===== config.mk =====
export PLATFORM = sky130hd
export DESIGN_NAME = buck_voltage_preset_select
export DESIGN_NICKNAME = d
export VERILOG_FILES = /design/src/preset_pkg.sv /design/src/preset_mem_if.sv /design/src/buck_voltage_preset_select.sv /design/src/preset_store.sv
export VERILOG_INCLUDE_DIRS = /design/src
export SDC_FILE = /design/constraint.sdc
export NUM_CORES = 1
export LEC_CHECK = 0
export BUFFER_PORTS_ARGS = -buffer_cell sky130_fd_sc_hd__buf_4
export CAP_MARGIN = 20
export CORE_MARGIN = 5
export CORE_UTILIZATION = 28
export DETAILED_ROUTE_END_ITERATION = 10
export PLACE_DENSITY = 0.44
export SLEW_MARGIN = 20
export SYNTH_ARGS = -nofsm -noshare
export SYNTH_HDL_FRONTEND = slang
export SYNTH_SLANG_ARGS = --single-unit

===== constraint.sdc =====
create_clock -name mclk -period 6.26 [get_ports mclk]
set_clock_uncertainty 0.05 [all_clocks]
set_input_delay 0.313 -clock mclk [delete_from_list [all_inputs] [get_ports mclk]]
set_output_delay 0.313 -clock mclk [all_outputs]
set_load 0.02 [all_outputs]

===== src/preset_defines.svh =====
`ifndef PRESET_DEFINES_SVH
`define PRESET_DEFINES_SVH
`define NUM_BUCKS 4
`define NUM_PRESETS 4
`define CODE_WIDTH 10
`define CODE_HIGH_WIDTH 8
`define CODE_LOW_WIDTH 2
`define SRC_REGISTER 1'h0
`define SRC_PINS 1'h1
`define PIN_MODE_SPI_SHARED 3'h3
`define PIN_MODE_GLOBAL 3'h4
`define PIN_MODE_TWO_PAIRS 3'h5
`define PIN_MODE_PAIR_SINGLES 3'h6
`define PIN_MODE_ALL_SINGLES 3'h7
`define ROUTE_PIN_A 2'h0
`define ROUTE_PIN_B 2'h1
`define ROUTE_PIN_C 2'h2
`define ROUTE_REGISTER 2'h3
`define GLOBAL_FORCE0 2'h0
`define GLOBAL_PIN0 2'h1
`define GLOBAL_PIN1 2'h2
`define GLOBAL_BOTH 2'h3
`define DIV_1P0 2'h0
`define DIV_0P8 2'h1
`define DIV_0P6 2'h2
`define STEP_NS_BASE 400
`define CLK_NS 25
`define CODE_RESET 10'h000
`endif


===== src/preset_pkg.sv =====
package preset_pkg;
   typedef logic [9:0] code_t;
   typedef logic [1:0] index_t;
   typedef enum logic [1:0] {
      ramp_idle,
      ramp_powerup,
      ramp_transition,
      ramp_powerdown
   } ramp_state_e;
endpackage


===== src/preset_mem_if.sv =====
`timescale 1ns/100ps
interface preset_mem_if;
   logic we;
   logic [3:0] waddr;
   logic [9:0] wdata;
   logic [3:0] raddr;
   logic [9:0] rdata;
   modport owner (output we, output waddr, output wdata, output raddr, input rdata);
   modport store (input we, input waddr, input wdata, input raddr, output rdata);
endinterface


===== src/buck_voltage_preset_select.sv =====
// What this block does
// RULE1 - four presets per buck, active one regulated
// RULE2 - source bit picks register or pin selection
// RULE3 - register field indexes preset directly
// RULE4 - ten-bit code split high eight, low two
// RULE5 - high write staged, low write applies code
// RULE6 - volts equal code times 1.2mV over divider
// RULE7 - host fixes pin mode before boot
// RULE8 - mode three: spi plus shared pins
// RULE9 - route field picks shared pin or register
// RULE10 - mode four: two global select pins
// RULE11 - global use field maps pins to preset
// RULE12 - mode five: two pin pairs
// RULE13 - mode six: pair plus two single pins
// RULE14 - mode seven: one pin per buck
// RULE15 - host sets source bit before startup
// RULE16 - powerup and powerdown slew fields
// RULE17 - transition up and down slew fields
// RULE18 - slew rate table indexed by divider
// RULE19 - target ramps toward new code
`timescale 1ns/100ps
`include "preset_defines.svh"
module buck_voltage_preset_select
   import preset_pkg::*;
#(
   parameter int NUM_BUCKS = `NUM_BUCKS
) (
   input wire logic mclk,
   input wire logic rst,
   input wire logic ce,
   input wire logic code_write,
   input wire logic [1:0] write_buck,
   input wire logic [1:0] write_preset,
   input wire logic write_low,
   input wire logic [7:0] write_data,
   input wire logic [3:0] select_source_bit,
   input wire logic [7:0] preset_select_field,
   input wire logic [7:0] pin_route_field,
   input wire logic [7:0] global_pin_use_field,
   input wire logic [2:0] pin_function_mode,
   input wire logic [1:0] feedback_divider,
   input wire logic [11:0] powerup_slew_field,
   input wire logic [11:0] powerdown_slew_field,
   input wire logic [11:0] transition_up_slew_field,
   input wire logic [11:0] transition_down_slew_field,
   input wire logic [3:0] buck_enable,
   input wire logic [3:0] multi_io_in,
   input wire logic [2:0] general_io_in,
   output logic [39:0] dac_target,
   output logic [7:0] active_preset,
   output logic [3:0] ramp_busy,
   output logic [3:0] pins_as_select
);
   // elaboration-time refusal of an unsupported buck count
   if (NUM_BUCKS != 4) begin
      $error("buck count must be four");
   end

   // two flip-flop synchronisers for pins
   logic [3:0] mio_s1, mio_s2;
   logic [2:0] gio_s1, gio_s2;
   always_ff @(posedge mclk) begin
      if (rst) begin
         mio_s1 <= 4'h0;
         mio_s2 <= 4'h0;
         gio_s1 <= 3'h0;
         gio_s2 <= 3'h0;
      end else if (ce) begin
         mio_s1 <= multi_io_in;
         mio_s2 <= mio_s1;
         gio_s1 <= general_io_in;
         gio_s2 <= gio_s1;
      end
   end

   // per-step period in clocks for a slew code and divider
   function automatic logic [11:0] step_clocks(input logic [2:0] slew, input logic [1:0] div);
      logic [11:0] base;
      base = 12'(((`STEP_NS_BASE + `CLK_NS - 1) / `CLK_NS));
      // RULE18 divider scaled rate
      case (div)
         `DIV_0P8: base = 12'(base + (base >> 2));
         `DIV_0P6: base = 12'(base + (base >> 1) + (base >> 3));
         default: base = base;
      endcase
      return 12'(base << slew);
   endfunction

   // staged high bytes, one per buck and preset
   logic [7:0] staged_high [0:15];
   logic [7:0] next_staged_high [0:15];
   logic [9:0] applied [0:15];
   logic [9:0] next_applied [0:15];
   logic [3:0] waddr;
   assign waddr = {write_buck, write_preset};
   always_comb begin
      for (int i = 0; i < 16; i++) begin
         next_staged_high[i] = staged_high[i];
         next_applied[i] = applied[i];
      end
      if (code_write) begin
         if (!write_low) begin
            // RULE5 high write only staged
            next_staged_high[waddr] = write_data;
         end else begin
            // RULE4 RULE5 combine and apply on low write
            next_applied[waddr] = {staged_high[waddr], write_data[1:0]};
         end
      end
   end
   always_ff @(posedge mclk) begin
      if (rst) begin
         for (int i = 0; i < 16; i++) begin
            staged_high[i] <= 8'h00;
            applied[i] <= `CODE_RESET;
         end
      end else if (ce) begin
         for (int i = 0; i < 16; i++) begin
            staged_high[i] <= next_staged_high[i];
            applied[i] <= next_applied[i];
         end
      end
   end

   // mirror of applied codes in the store
   preset_mem_if mem ();
   preset_store store_u (
      .mclk(mclk),
      .ce(ce),
      .mem(mem)
   );
   assign mem.we = code_write & write_low;
   assign mem.waddr = waddr;
   assign mem.wdata = {staged_high[waddr], write_data[1:0]};
   assign mem.raddr = 4'h0;

   // preset selection per buck
   logic [7:0] next_active_preset;
   logic [3:0] next_pins_as_select;
   function automatic index_t single_pin(input logic p);
      return p ? 2'h1 : 2'h0;
   endfunction
   always_comb begin
      for (int b = 0; b < 4; b++) begin
         logic [1:0] reg_sel, route, use_f, sel;
         logic pin_sel;
         reg_sel = preset_select_field[2*b +: 2];
         route = pin_route_field[2*b +: 2];
         use_f = global_pin_use_field[2*b +: 2];
         // RULE3 register index
         sel = reg_sel;
         pin_sel = 1'b0;
         // RULE2 source bit chooses pins
         if (select_source_bit[b] == `SRC_PINS) begin
            case (pin_function_mode)
               `PIN_MODE_SPI_SHARED: begin
                  // RULE8 RULE9 shared pins a b c on general io
                  pin_sel = (route != `ROUTE_REGISTER);
                  case (route)
                     `ROUTE_PIN_A: sel = single_pin(gio_s2[0]);
                     `ROUTE_PIN_B: sel = single_pin(gio_s2[1]);
                     `ROUTE_PIN_C: sel = single_pin(gio_s2[2]);
                     default: sel = reg_sel;
                  endcase
               end
               `PIN_MODE_GLOBAL: begin
                  // RULE10 RULE11 pin1 on multi_io_0, pin0 on multi_io_1
                  pin_sel = 1'b1;
                  case (use_f)
                     `GLOBAL_PIN0: sel = {1'b0, mio_s2[1]};
                     `GLOBAL_PIN1: sel = {mio_s2[0], 1'b0};
                     `GLOBAL_BOTH: sel = {mio_s2[0], mio_s2[1]};
                     default: sel = 2'h0;
                  endcase
               end
               `PIN_MODE_TWO_PAIRS: begin
                  // RULE12 pairs for bucks one and two
                  if (b < 2) begin
                     pin_sel = 1'b1;
                     sel = {mio_s2[2*b+1], mio_s2[2*b]};
                  end
               end
               `PIN_MODE_PAIR_SINGLES: begin
                  // RULE13 pair for buck one, singles for two and three
                  if (b == 0) begin
                     pin_sel = 1'b1;
                     sel = {mio_s2[1], mio_s2[0]};
                  end else if (b < 3) begin
                     pin_sel = 1'b1;
                     sel = single_pin(mio_s2[b+1]);
                  end
               end
               `PIN_MODE_ALL_SINGLES: begin
                  // RULE14 one pin per buck
                  pin_sel = 1'b1;
                  sel = single_pin(mio_s2[b]);
               end
               default: sel = reg_sel;
            endcase
         end
         next_active_preset[2*b +: 2] = sel;
         next_pins_as_select[b] = pin_sel;
      end
   end

   // ramp engine per buck
   ramp_state_e state [0:3];
   ramp_state_e next_state [0:3];
   logic [9:0] target [0:3];
   logic [9:0] next_target [0:3];
   logic [11:0] cnt [0:3];
   logic [11:0] next_cnt [0:3];
   always_comb begin
      for (int b = 0; b < 4; b++) begin
         logic [9:0] goal;
         logic [2:0] slew;
         slew = 3'h0;
         // RULE1 goal is the active preset code while the buck is enabled, CODE_RESET while it is disabled
         goal = buck_enable[b] ? applied[{2'(b), next_active_preset[2*b +: 2]}] : `CODE_RESET;
         next_state[b] = state[b];
         next_target[b] = target[b];
         next_cnt[b] = cnt[b];
         // RULE16 RULE17 slew field by phase
         if (!buck_enable[b]) begin
            slew = powerdown_slew_field[3*b +: 3];
         end else if (state[b] == ramp_powerup || target[b] == `CODE_RESET) begin
            slew = powerup_slew_field[3*b +: 3];
         end else if (goal > target[b]) begin
            slew = transition_up_slew_field[3*b +: 3];
         end else begin
            slew = transition_down_slew_field[3*b +: 3];
         end
         case (state[b])
            ramp_idle: begin
               if (goal != target[b]) begin
                  next_cnt[b] = step_clocks(slew, feedback_divider);
                  if (!buck_enable[b]) begin
                     next_state[b] = ramp_powerdown;
                  end else if (target[b] == `CODE_RESET) begin
                     next_state[b] = ramp_powerup;
                  end else begin
                     next_state[b] = ramp_transition;
                  end
               end
            end
            ramp_powerup, ramp_transition, ramp_powerdown: begin
               if (goal == target[b]) begin
                  next_state[b] = ramp_idle;
               end else if (cnt[b] <= 12'h001) begin
                  // RULE19 one code step per period
                  next_target[b] = (goal > target[b]) ? 10'(target[b] + 10'h001) : 10'(target[b] - 10'h001);
                  next_cnt[b] = step_clocks(slew, feedback_divider);
               end else begin
                  next_cnt[b] = 12'(cnt[b] - 12'h001);
               end
            end
            default: next_state[b] = ramp_idle;
         endcase
      end
   end
   always_ff @(posedge mclk) begin
      if (rst) begin
         for (int b = 0; b < 4; b++) begin
            state[b] <= ramp_idle;
            target[b] <= `CODE_RESET;
            cnt[b] <= 12'h000;
         end
         active_preset <= 8'h00;
         pins_as_select <= 4'h0;
         dac_target <= 40'h0;
         ramp_busy <= 4'h0;
      end else if (ce) begin
         for (int b = 0; b < 4; b++) begin
            state[b] <= next_state[b];
            target[b] <= next_target[b];
            cnt[b] <= next_cnt[b];
            // RULE6 code drives dac, volts scale by divider
            dac_target[10*b +: 10] <= next_target[b];
            ramp_busy[b] <= (next_state[b] != ramp_idle);
         end
         active_preset <= next_active_preset;
         pins_as_select <= next_pins_as_select;
      end
   end

   a_low_write_applies: assert property (@(posedge mclk) disable iff (rst) // RULE5
      (ce && code_write && write_low) |=> applied[$past(waddr)] == {$past(staged_high[waddr]), $past(write_data[1:0])})
      else $error("low write did not apply code");
   a_high_write_staged: assert property (@(posedge mclk) disable iff (rst) // RULE5
      (ce && code_write && !write_low) |=> applied[$past(waddr)] == $past(applied[waddr]))
      else $error("high write changed applied code");
   a_ramp_single_step: assert property (@(posedge mclk) disable iff (rst) // RULE19
      ce |=> (dac_target[9:0] == $past(dac_target[9:0]) || dac_target[9:0] == 10'($past(dac_target[9:0]) + 10'h001)
         || dac_target[9:0] == 10'($past(dac_target[9:0]) - 10'h001))) else $error("ramp stepped more than one");
   a_reg_select: assert property (@(posedge mclk) disable iff (rst) // RULE3
      (ce && select_source_bit[0] == `SRC_REGISTER) |=> active_preset[1:0] == $past(preset_select_field[1:0]))
      else $error("register selection wrong");
   a_single_pin_mode: assert property (@(posedge mclk) disable iff (rst) // RULE14
      (ce && select_source_bit[3] && pin_function_mode == `PIN_MODE_ALL_SINGLES) |=>
      active_preset[7:6] == {1'b0, $past(mio_s2[3])}) else $error("single pin select wrong");
   a_global_force: assert property (@(posedge mclk) disable iff (rst) // RULE11
      (ce && select_source_bit[1] && pin_function_mode == `PIN_MODE_GLOBAL && global_pin_use_field[3:2] == 2'h0)
      |=> active_preset[3:2] == 2'h0) else $error("global force zero wrong");
   a_pair_mode: assert property (@(posedge mclk) disable iff (rst) // RULE12
      (ce && select_source_bit[1] && pin_function_mode == `PIN_MODE_TWO_PAIRS) |=>
      active_preset[3:2] == {$past(mio_s2[3]), $past(mio_s2[2])}) else $error("pair select wrong");
   a_route_reg: assert property (@(posedge mclk) disable iff (rst) // RULE9
      (ce && select_source_bit[0] && pin_function_mode == `PIN_MODE_SPI_SHARED && pin_route_field[1:0] == 2'h3)
      |=> active_preset[1:0] == $past(preset_select_field[1:0]) && !pins_as_select[0])
      else $error("route register wrong");
endmodule


===== src/preset_store.sv =====
`timescale 1ns/100ps
module preset_store (
   input wire logic mclk,
   input wire logic ce,
   preset_mem_if.store mem
);
   logic [9:0] words [0:15];
   logic [9:0] rdata;
   always_ff @(posedge mclk) begin
      if (ce) begin
         if (mem.we) begin
            words[mem.waddr] <= mem.wdata;
         end
         rdata <= words[mem.raddr];
      end
   end
   assign mem.rdata = rdata;
endmodule

## Word-level counts from Yosys, hierarchy flattened

Memory sizes are Yosys's and may differ from the RTL's.
Index checks and enable logic that the tools add are counted.

| cells by class | value |
|---|---|
| $add $sub $neg | 12 |
| $lt $le $gt $ge | 10 |
| equality and inequality tests | 51 |
| shift-type cells | 8 |
| muxes and demuxes | 179 |
| bitwise operators | 45 |
| reductions and logical operators | 29 |

Operators with widths:

| operator | count |
|---|---|
| two-way mux 12 bit | 36 |
| two-way mux 10 bit | 41 |
| two-way mux 160 bit | 2 |
| two-way mux 128 bit | 2 |
| bitwise mux 160 bit | 1 |
| two-way mux 8 bit | 17 |
| bitwise mux 128 bit | 1 |
| one-hot mux 12 bit (2 select lines) | 4 |
| << shifter 12 x 3 -> 12 bit | 8 |
| one-hot mux 2 bit (3 select lines) | 9 |
| less-or-equal comparator 12 x 1 -> 1 bit (second input constant) | 4 |
| two-way mux 2 bit | 24 |
| subtractor 12 x 1 -> 12 bit (second input constant) | 4 |
| bitwise OR 1 bit | 44 |
| equality test 2 bit (second input constant) | 21 |
| adder 10 x 1 -> 10 bit (second input constant) | 4 |
| demux 10 bit (select 4 bit) | 1 |
| equality test 10 bit | 4 |
| > comparator 10 bit | 4 |
| zero test 10 bit | 4 |
| != test 10 bit | 4 |
| subtractor 10 x 1 -> 10 bit (second input constant) | 4 |
| two-way mux 3 bit | 12 |
| demux 8 bit (select 4 bit) | 1 |
| 20 further kinds | 78 |

| word-level totals | value |
|---|---|
| bits in registers | 70 |
| RAM bits | 384 |
| output and inout port bits | 56 |
| logic and storage cells | 347 |
| memories | 5 |

Memories:

| memory | words | width | rd ports | clocked after memory_dff | write ports | RTL line | text |
|---|---|---|---|---|---|---|---|
| applied | 16 | 10 | 20 | 0 | 16 | buck_voltage_preset_select.sv:92 | `logic [9:0] applied [0:15];` |
| staged_high | 16 | 8 | 17 | 0 | 16 | buck_voltage_preset_select.sv:90 | `logic [7:0] staged_high [0:15];` |
| cnt | 4 | 12 | 4 | 0 | 4 | buck_voltage_preset_select.sv:211 | `logic [11:0] cnt [0:3];` |
| target | 4 | 10 | 4 | 0 | 4 | buck_voltage_preset_select.sv:209 | `logic [9:0] target [0:3];` |
| state | 4 | 2 | 4 | 0 | 4 | buck_voltage_preset_select.sv:207 | `ramp_state_e state [0:3];` |

## Longest topological paths before layout

Gate-level depths: netlist of run 1.
An unclocked memory read counts as a cell.

| depth | value |
|---|---|
| depth after elaboration | 15 |
| depth in mapped cells | 27 |
| mapped depth without buffers | 25 |

## Least setup slack after synthesis of run 1

No wires, ideal clock.

| timing | value |
|---|---|
| path type | input port to flip-flop |
| from | in pin_function_mode[1] |
| to | mem target[2][9] (data pin) |
| data arrival time | 5.756 ns |
| required time | 6.048 ns |
| setup slack | 0.292 ns |
| stages on the path | 23 |
| path buffers | 2 |
| path through | clkbuf_1 > nor2_1 > a21oi_1 > o21ai_0 > a22o_1 > a22oi_1 > buf_2 > mux4_2 > and2_1 > ha_1 > and3_1 > a221o_1 > a2111o_1 > nand2_1 > ha_1 > a21o_1 > a21oi_1 > o21ai_0 > a2111oi_0 > o31ai_1 > xnor2_1 > or3_1 > a21oi_1 |

RTL lines:

| element | RTL line | text |
|---|---|---|
| start, declared | buck_voltage_preset_select.sv:40 | `input wire logic [2:0] pin_function_mode,` |
| end, declared | buck_voltage_preset_select.sv:209 |  |

==> results of run 1 <==
## sequential cells by signal, summed over array words and instances (netlist names)
register	flops
staged_high	128
gio_s1	3
target	40
applied	160
cnt	48
gio_s2	3
mio_s2	4
mio_s1	4
active_preset	8
state	8
pins_as_select	4
ramp_busy	4
dac_target	40
## per-stage QoR
stage	std cells	hold slack (ns)	utilization
finish	4083	0.131	0.330
global route	4083	0.122	0.330
CTS	4082	0.0772	0.330
detailed placement	3970	0.391	0.309
global placement	3970	0.388	0.309
floorplan	2677	0.410	-
## kinds of logic (layout without fill, tap and decap cells)
logic type,count (synthesis),count (layout)
simple gates,1071,1071
compound gates,630,630
flops,454,454
buf+inv,255,407
mux,118,118
fa+ha+maj,84,84
xor+xnor,65,65
## per-layer routing
metal,track usage,up-vias,part of all wire
met5,0,-,0.00037
li1,-,9845,-
met2,0.273,549,0.47
met1,0.222,10100,0.45
met4,0.0356,6,0.020
met3,0.0305,97,0.059
## final cells by class
class	count	area (sq um)
sequential	454	12900
clock inverter	18	199
inverter	79	297
tap	1254	1570
multi-input combinational	1968	12300
clock buffer	81	1600
fill	9603	62300
timing repair buffer	229	1790
## worst max-delay path by stage
stage                                 end  slack (ns)
3_5_place_dp   target[2][9]$_SDFFCE_PN0P_        0.33
4_1_cts        target[2][9]$_SDFFCE_PN0P_        0.39
6_report       target[2][9]$_SDFFCE_PN0P_        0.50
3_3_place_gp   target[2][9]$_SDFFCE_PN0P_        0.31
5_1_grt        target[2][8]$_SDFFCE_PN0P_        0.07
2_1_floorplan  target[2][9]$_SDFFCE_PN0P_        0.29
## power by group through the flow
stage,Clock [uW],Sequential (uW),Combinational (uW)
2_1_floorplan,0,3720,1210
5_1_grt,3460,3720,1950
6_report,3250,3690,1750
4_1_cts,3350,3690,1760
3_3_place_gp,0,3750,1720
3_5_place_dp,0,3750,1740
## worst register-to-register path, stage by stage (launching register included)
cell       delay, ns
dfxtp_1         0.36
nand2_1         0.08
nor2_1          0.04
a21oi_1         0.11
o21ai_0         0.08
a22o_1          0.19
a22oi_1         0.24
buf_12          0.19
mux4_2          0.49
and2_1          0.17
ha_1            0.29
and3_1          0.20
a221o_1         0.39
a2111o_1        0.51
nand2_1         0.15
buf_4           0.18
ha_1            0.26
a21oi_1         0.21
o21ai_0         0.17
a2111oi_2       0.43
o31ai_1         0.15
xnor2_1         0.14
or3_1           0.31
a21oi_1         0.19
## placed cells by master (no fill, tap or decap), types with 18 or more instances in the layout
cell / count
xnor2_1: 33
a21o_1: 56
mux2i_1: 30
a31oi_1: 18
edfxtp_1: 384
dfxtp_1: 70
nand2b_1: 22
a21oi_1: 380
xor2_1: 32
ha_1: 80
nand2_1: 659
nor3_1: 48
nor2_1: 152
clkbuf_16: 59
inv_1: 78
nor2b_1: 25
clkbuf_1: 18
buf_4: 212
and2_1: 45
o21ai_0: 64
mux4_2: 83
nand3_1: 34
## repair_timing
action / CTS / global route
hold buffers: 13 / 0
setup endpoints to repair: 0 / 4
hold endpoints to repair: 13 / 0
gates resized for setup: 0 / 3
==> results_dict.tcl, run 1 <==
set metrics [dict create \
    drv_slew 0 \
    die_w_microns 316 \
    status "complete, no violations" \
    cp_top_family "compound AO/OA/AOI/OAI gates" \
    wire_per_inst_microns 20.4 \
    leakagePower_uw 0.0119 \
    crit_cells 23 \
    startpoint_type "flip-flop" \
    timing.final.crit_share 0.920 \
    yosysMostFrequentCell "nand2_1" \
    start_util 0.281 \
    whs_endpoint "pins_as_select[1]$_SDFFE_PP0P_" \
    powerDensity_mw_per_mm2 283 \
    first_iter_violations 1620 \
    grt-ovfl-total 0 \
    synth-simple-area-share 0.177 \
    synth_area_sq_mm 0.0261 \
    critPathRequiredTime_ns 6.65 \
    synth-compound-area-share 0.142 \
    nets 2979 \
    port-buffer-count 164 \
    post_cts_buffers 0 \
    vias 20600 \
    max_freq_mhz 174 \
    crit_chain "nand2_1, nor2_1, a21oi_1, o21ai_0, a22o_1, a22oi_1, buf_12, mux4_2, and2_1, ha_1, and3_1, a221o_1, a2111o_1, nand2_1, buf_4, ha_1, a21oi_1, o21ai_0, a2111oi_2, o31ai_1, xnor2_1, or3_1, a21oi_1" \
    setup_slack_ns 0.501 \
    p_int_uw 6160 \
    die-area_sq_mm 0.0995 \
    postRouteAntennaNets 0 \
    synth_area_per_cell_sq_um 9.76 \
    cts_inserted_buffers 54 \
    drc 0 \
    synth_top_area_cell "edfxtp_1" \
    relSlewSlack 0.212 \
    synthCells 2677 \
    cts_tree "built" \
    first_pass_iters 5 \
    worstSetupEndpointType "flip-flop" \
    grt.total_usage 0.163 \
    max_stage_delay_ns 0.51 \
    power_switching_uw 2530 \
    arrival_ns 6.15 \
    p_total_uw 8690 \
    rsz0062_at_grt "no" \
    synth_ff_type "edfxtp_1" \
    grt_max_degree 107 \
    synth_adder_area_share 0.0414 \
    p_clk_frac 0.374 \
    whs_path_depth 4 \
    crit_path_frequent_cell "a21oi_1" \
    core_sq_mm 0.0930 \
    min_period_ns 5.76 \
    post-place-ws_ns 0.327 \
    htreeDepth 2 \
    clock_path_buffers 3 \
    finalSetupViolCount 0 \
    netlist_top_cells_count "659 x nand2_1, 384 x edfxtp_1, 380 x a21oi_1" \
    synth_top_family_by_area "simple AND/OR/NAND/NOR gates" \
    cts_root_buf "clkbuf_16" \
    hold_viol_final 0 \
    tightest_slew_ns 1.17 \
    ys_warn_count 0 \
    comb_power_share 0.201 \
    ios 165 \
    tns_ns 0 \
    hold_path_startpoint "select_source_bit[1]" \
    place_congestion 0.860 \
    worstSetupPathType "reg2reg" \
    ir_drop_v 0.000157 \
    rows 112 \
    synth_seq_cells 454 \
    worst-path-buf-inv 2 \
    rrSetupSlack_ns 0.50 \
    synth-seq-area-share 0.495 \
    synth_edf_count 384 \
    critPathMaxFanout 11 \
    fp.dieH_microns 316 \
    drive_gt1_frac 0.150 \
    drv_cap 0 \
    timing.rr.end "target[2][9]$_SDFFCE_PN0P_" \
    synthDistinctLibCells 78 \
    synth.area.top_cells "edfxtp_1 44%, nand2_1 9.5%, a21oi_1 7.3%" \
    area_delta_synth_final_pct 17.6 \
    hold_class "in2reg" \
    place_hpwl_microns 56400 \
    vias_per_cell 5.06 \
    antenna_found_initial 3 \
    cts_sinks 454 \
    grt_pass1_vias 20600 \
    dpl_cell_area_sq_mm 0.0288 \
    seqPwrFrac 0.425 \
    worstRegToRegCells 23 \
    async_flop_share 0 \
    timing.critical_path.from "mio_s2[1]$_SDFFE_PP0P_" \
    num_antenna_cells 0 \
    clk_pin_slew_ns 0.06 \
    synthesis.nets 2870 \
    insertion_delay_ns 0.61 \
    stdcell_area_sq_mm 0.0307 \
    synth_xor_area_frac 0.0218 \
    synth_top_area_frac 0.441 \
    p_sw_frac 0.291 \
    r2r_start "mio_s2[1]$_SDFFE_PP0P_" \
    cp_slowest_cell "a2111o_1" \
    grt_pass1_wl_microns 128000 \
    wirelength_microns 83400 \
    muxShareOfSynthArea 0.0851 \
]
Power figures use the tool's default switching activity.
==> inputs of run 2 (changes only) <==
- CORE_ASPECT_RATIO: not set -> 0.75
==> run 2 against run 1 <==
  * Combinational power hardly changed
  * Hold slack worse by 0.025 ns
  * Wire length is 3.5% lower
  * Core utilization is 0.051 points lower
  * Clock power hardly changed
  * Non-clock buffer count is 8 lower
  * Fmax is 1.9% lower
  * First-iteration DRC count is 12% lower
  * Design area is 0.24% lower
  * Critical path type unchanged
  * Sequential power hardly changed
  * Highest routed layer unchanged
==> results_dict.tcl, run 2 (same netlist as run 1, synthesis figures left out) <==
set metrics [dict create \
    critPathRequiredTime_ns 6.64 \
    arrival_ns 6.25 \
    insertion_delay_ns 0.61 \
    crit_path_frequent_cell "a21oi_1" \
    num_antenna_cells 0 \
    grt_pass1_wl_microns 123000 \
    relSlewSlack 0.222 \
    rows 97 \
    first_iter_violations 1427 \
    status "complete, no violations" \
    drive_gt1_frac 0.153 \
    port-buffer-count 164 \
    die_w_microns 363 \
    regMostFlops "applied" \
    wire_per_inst_microns 19.8 \
    min_period_ns 5.87 \
    setup_slack_ns 0.390 \
    cts_sinks 454 \
    grt_max_degree 202 \
    finalSetupViolCount 0 \
    cp_slowest_cell "a2111o_1" \
    grt-ovfl-total 0 \
    die-area_sq_mm 0.0996 \
    nets 2973 \
    grt_pass1_vias 20400 \
    max_stage_delay_ns 0.51 \
    area_delta_synth_final_pct 17.3 \
    critPathMaxFanout 11 \
    leakagePower_uw 0.0119 \
    drc 0 \
    hold_class "in2reg" \
    grt.total_usage 0.156 \
    drv_slew 0 \
    rsz0062_at_grt "no" \
    core_sq_mm 0.0930 \
    worstSetupPathType "reg2reg" \
    fp.dieH_microns 275 \
    vias_per_cell 5.03 \
    antenna_found_initial 1 \
    drv_cap 0 \
    postRouteAntennaNets 0 \
    cts_tree "built" \
    post-place-ws_ns 0.0329 \
    vias 20400 \
    p_total_uw 8670 \
    timing.final.crit_share 0.938 \
    cts_root_buf "clkbuf_16" \
    clock_path_buffers 3 \
    clk_pin_slew_ns 0.06 \
    crit_chain "nand2_1, nor2_1, a21oi_1, o21ai_0, a22o_1, a22oi_2, buf_12, mux4_2, and2_1, ha_1, and3_1, a221o_1, a2111o_1, nand2_1, buf_4, ha_1, a21oi_1, o21ai_0, a2111oi_2, o31ai_1, xnor2_1, or3_1, a21oi_1" \
    htreeDepth 2 \
    largest_register_ffs 160 \
    ios 165 \
    cts_inserted_buffers 56 \
    start_util 0.281 \
    tns_ns 0 \
    top_regs "applied (160), staged_high (128), cnt (48)" \
    powerDensity_mw_per_mm2 283 \
    startpoint_type "flip-flop" \
    place_congestion 0.835 \
    hold_viol_final 0 \
    max_freq_mhz 170 \
    final_cell_mix "659 x nand2_1, 384 x edfxtp_1, 380 x a21oi_1" \
    place_hpwl_microns 53300 \
    final_common_cell "nand2_1" \
    first_pass_iters 7 \
    n_fill_cell 9558 \
    tightest_slew_ns 1.16 \
    worstSetupEndpointType "flip-flop" \
    ir_drop_v 0.000196 \
    wirelength_microns 80500 \
]
## run 2: critical path: cells and delay by family, from the launching register on
family | cells | cell delay (ns)
AO/OA/AOI/OAI | 11 | 2.74
flip-flops | 1 | 0.38
multiplexers | 1 | 0.49
adder cells (fa/ha/maj) | 2 | 0.55
buffers and inverters | 2 | 0.38
XOR/XNOR | 1 | 0.15
AND/OR/NAND/NOR | 6 | 0.96
## run 2: what timing repair did
| action | CTS | global route |
|---|---|---|
| hold buffers | 7 | 0 |
| endpoints found under the hold margin | 7 | 0 |
| buffers inserted | 0 | 0 |
| setup endpoints to repair | 0 | 5 |
| resized for setup | 0 | 4 |
## run 2: cell type report
| class | count | area, sq um | area share |
|---|---|---|---|
| Clock buffer | 77 | 1600 | 0.0523 |
| Multi-Input combinational cell | 1968 | 12300 | 0.402 |
| Timing Repair Buffer | 221 | 1730 | 0.0563 |
| Sequential cell | 454 | 12900 | 0.422 |
| Tap cell | 1237 | 1550 | 0.0505 |
| Clock inverter | 26 | 214 | 0.00698 |
| Inverter | 79 | 297 | 0.00967 |
## run 2: power breakdown
group,leakage [uW],total (uW),internal (uW),switching [uW]
clock,0.000898,3230,1900,1330
sequential,0.00464,3690,3540,152
combinational,0.00636,1750,705,1050
total,0.0119,8670,6140,2530
## run 2: through the flow
| step | hold slack, ns | cell area [sq um] | util | std cells |
|---|---|---|---|---|
| global placement | 0.388 | 28700 | 0.309 | 3950 |
| detailed placement | 0.395 | 28700 | 0.309 | 3951 |
| floorplan | 0.410 | 26100 | - | 2677 |
| finish | 0.106 | 30700 | 0.330 | 4062 |
| CTS | 0.0676 | 30600 | 0.329 | 4061 |
| global route | 0.0954 | 30700 | 0.330 | 4062 |
## run 2: final timing paths
check,start,endpoint,slack [ns],cells after the start
max,mio_s2[1]$_SDFFE_PP0P_,target[2][9]$_SDFFCE_PN0P_,0.39,23
min,select_source_bit[1],pins_as_select[1]$_SDFFE_PP0P_,0.11,4
max reg2reg,mio_s2[1]$_SDFFE_PP0P_,target[2][9]$_SDFFCE_PN0P_,0.39,23
min reg2reg,dac_target[7]$_SDFFE_PP0P_,dac_target[7]$_SDFFE_PP0P_,0.40,1
## run 2: per-layer routing
layer  part of all wire  track usage  vias up
li1                   -            -     9839
met1               0.46        0.213    10000
met2               0.46        0.254      499
met3              0.052       0.0283      108
met4              0.025       0.0429        2
met5            0.00016            0        -
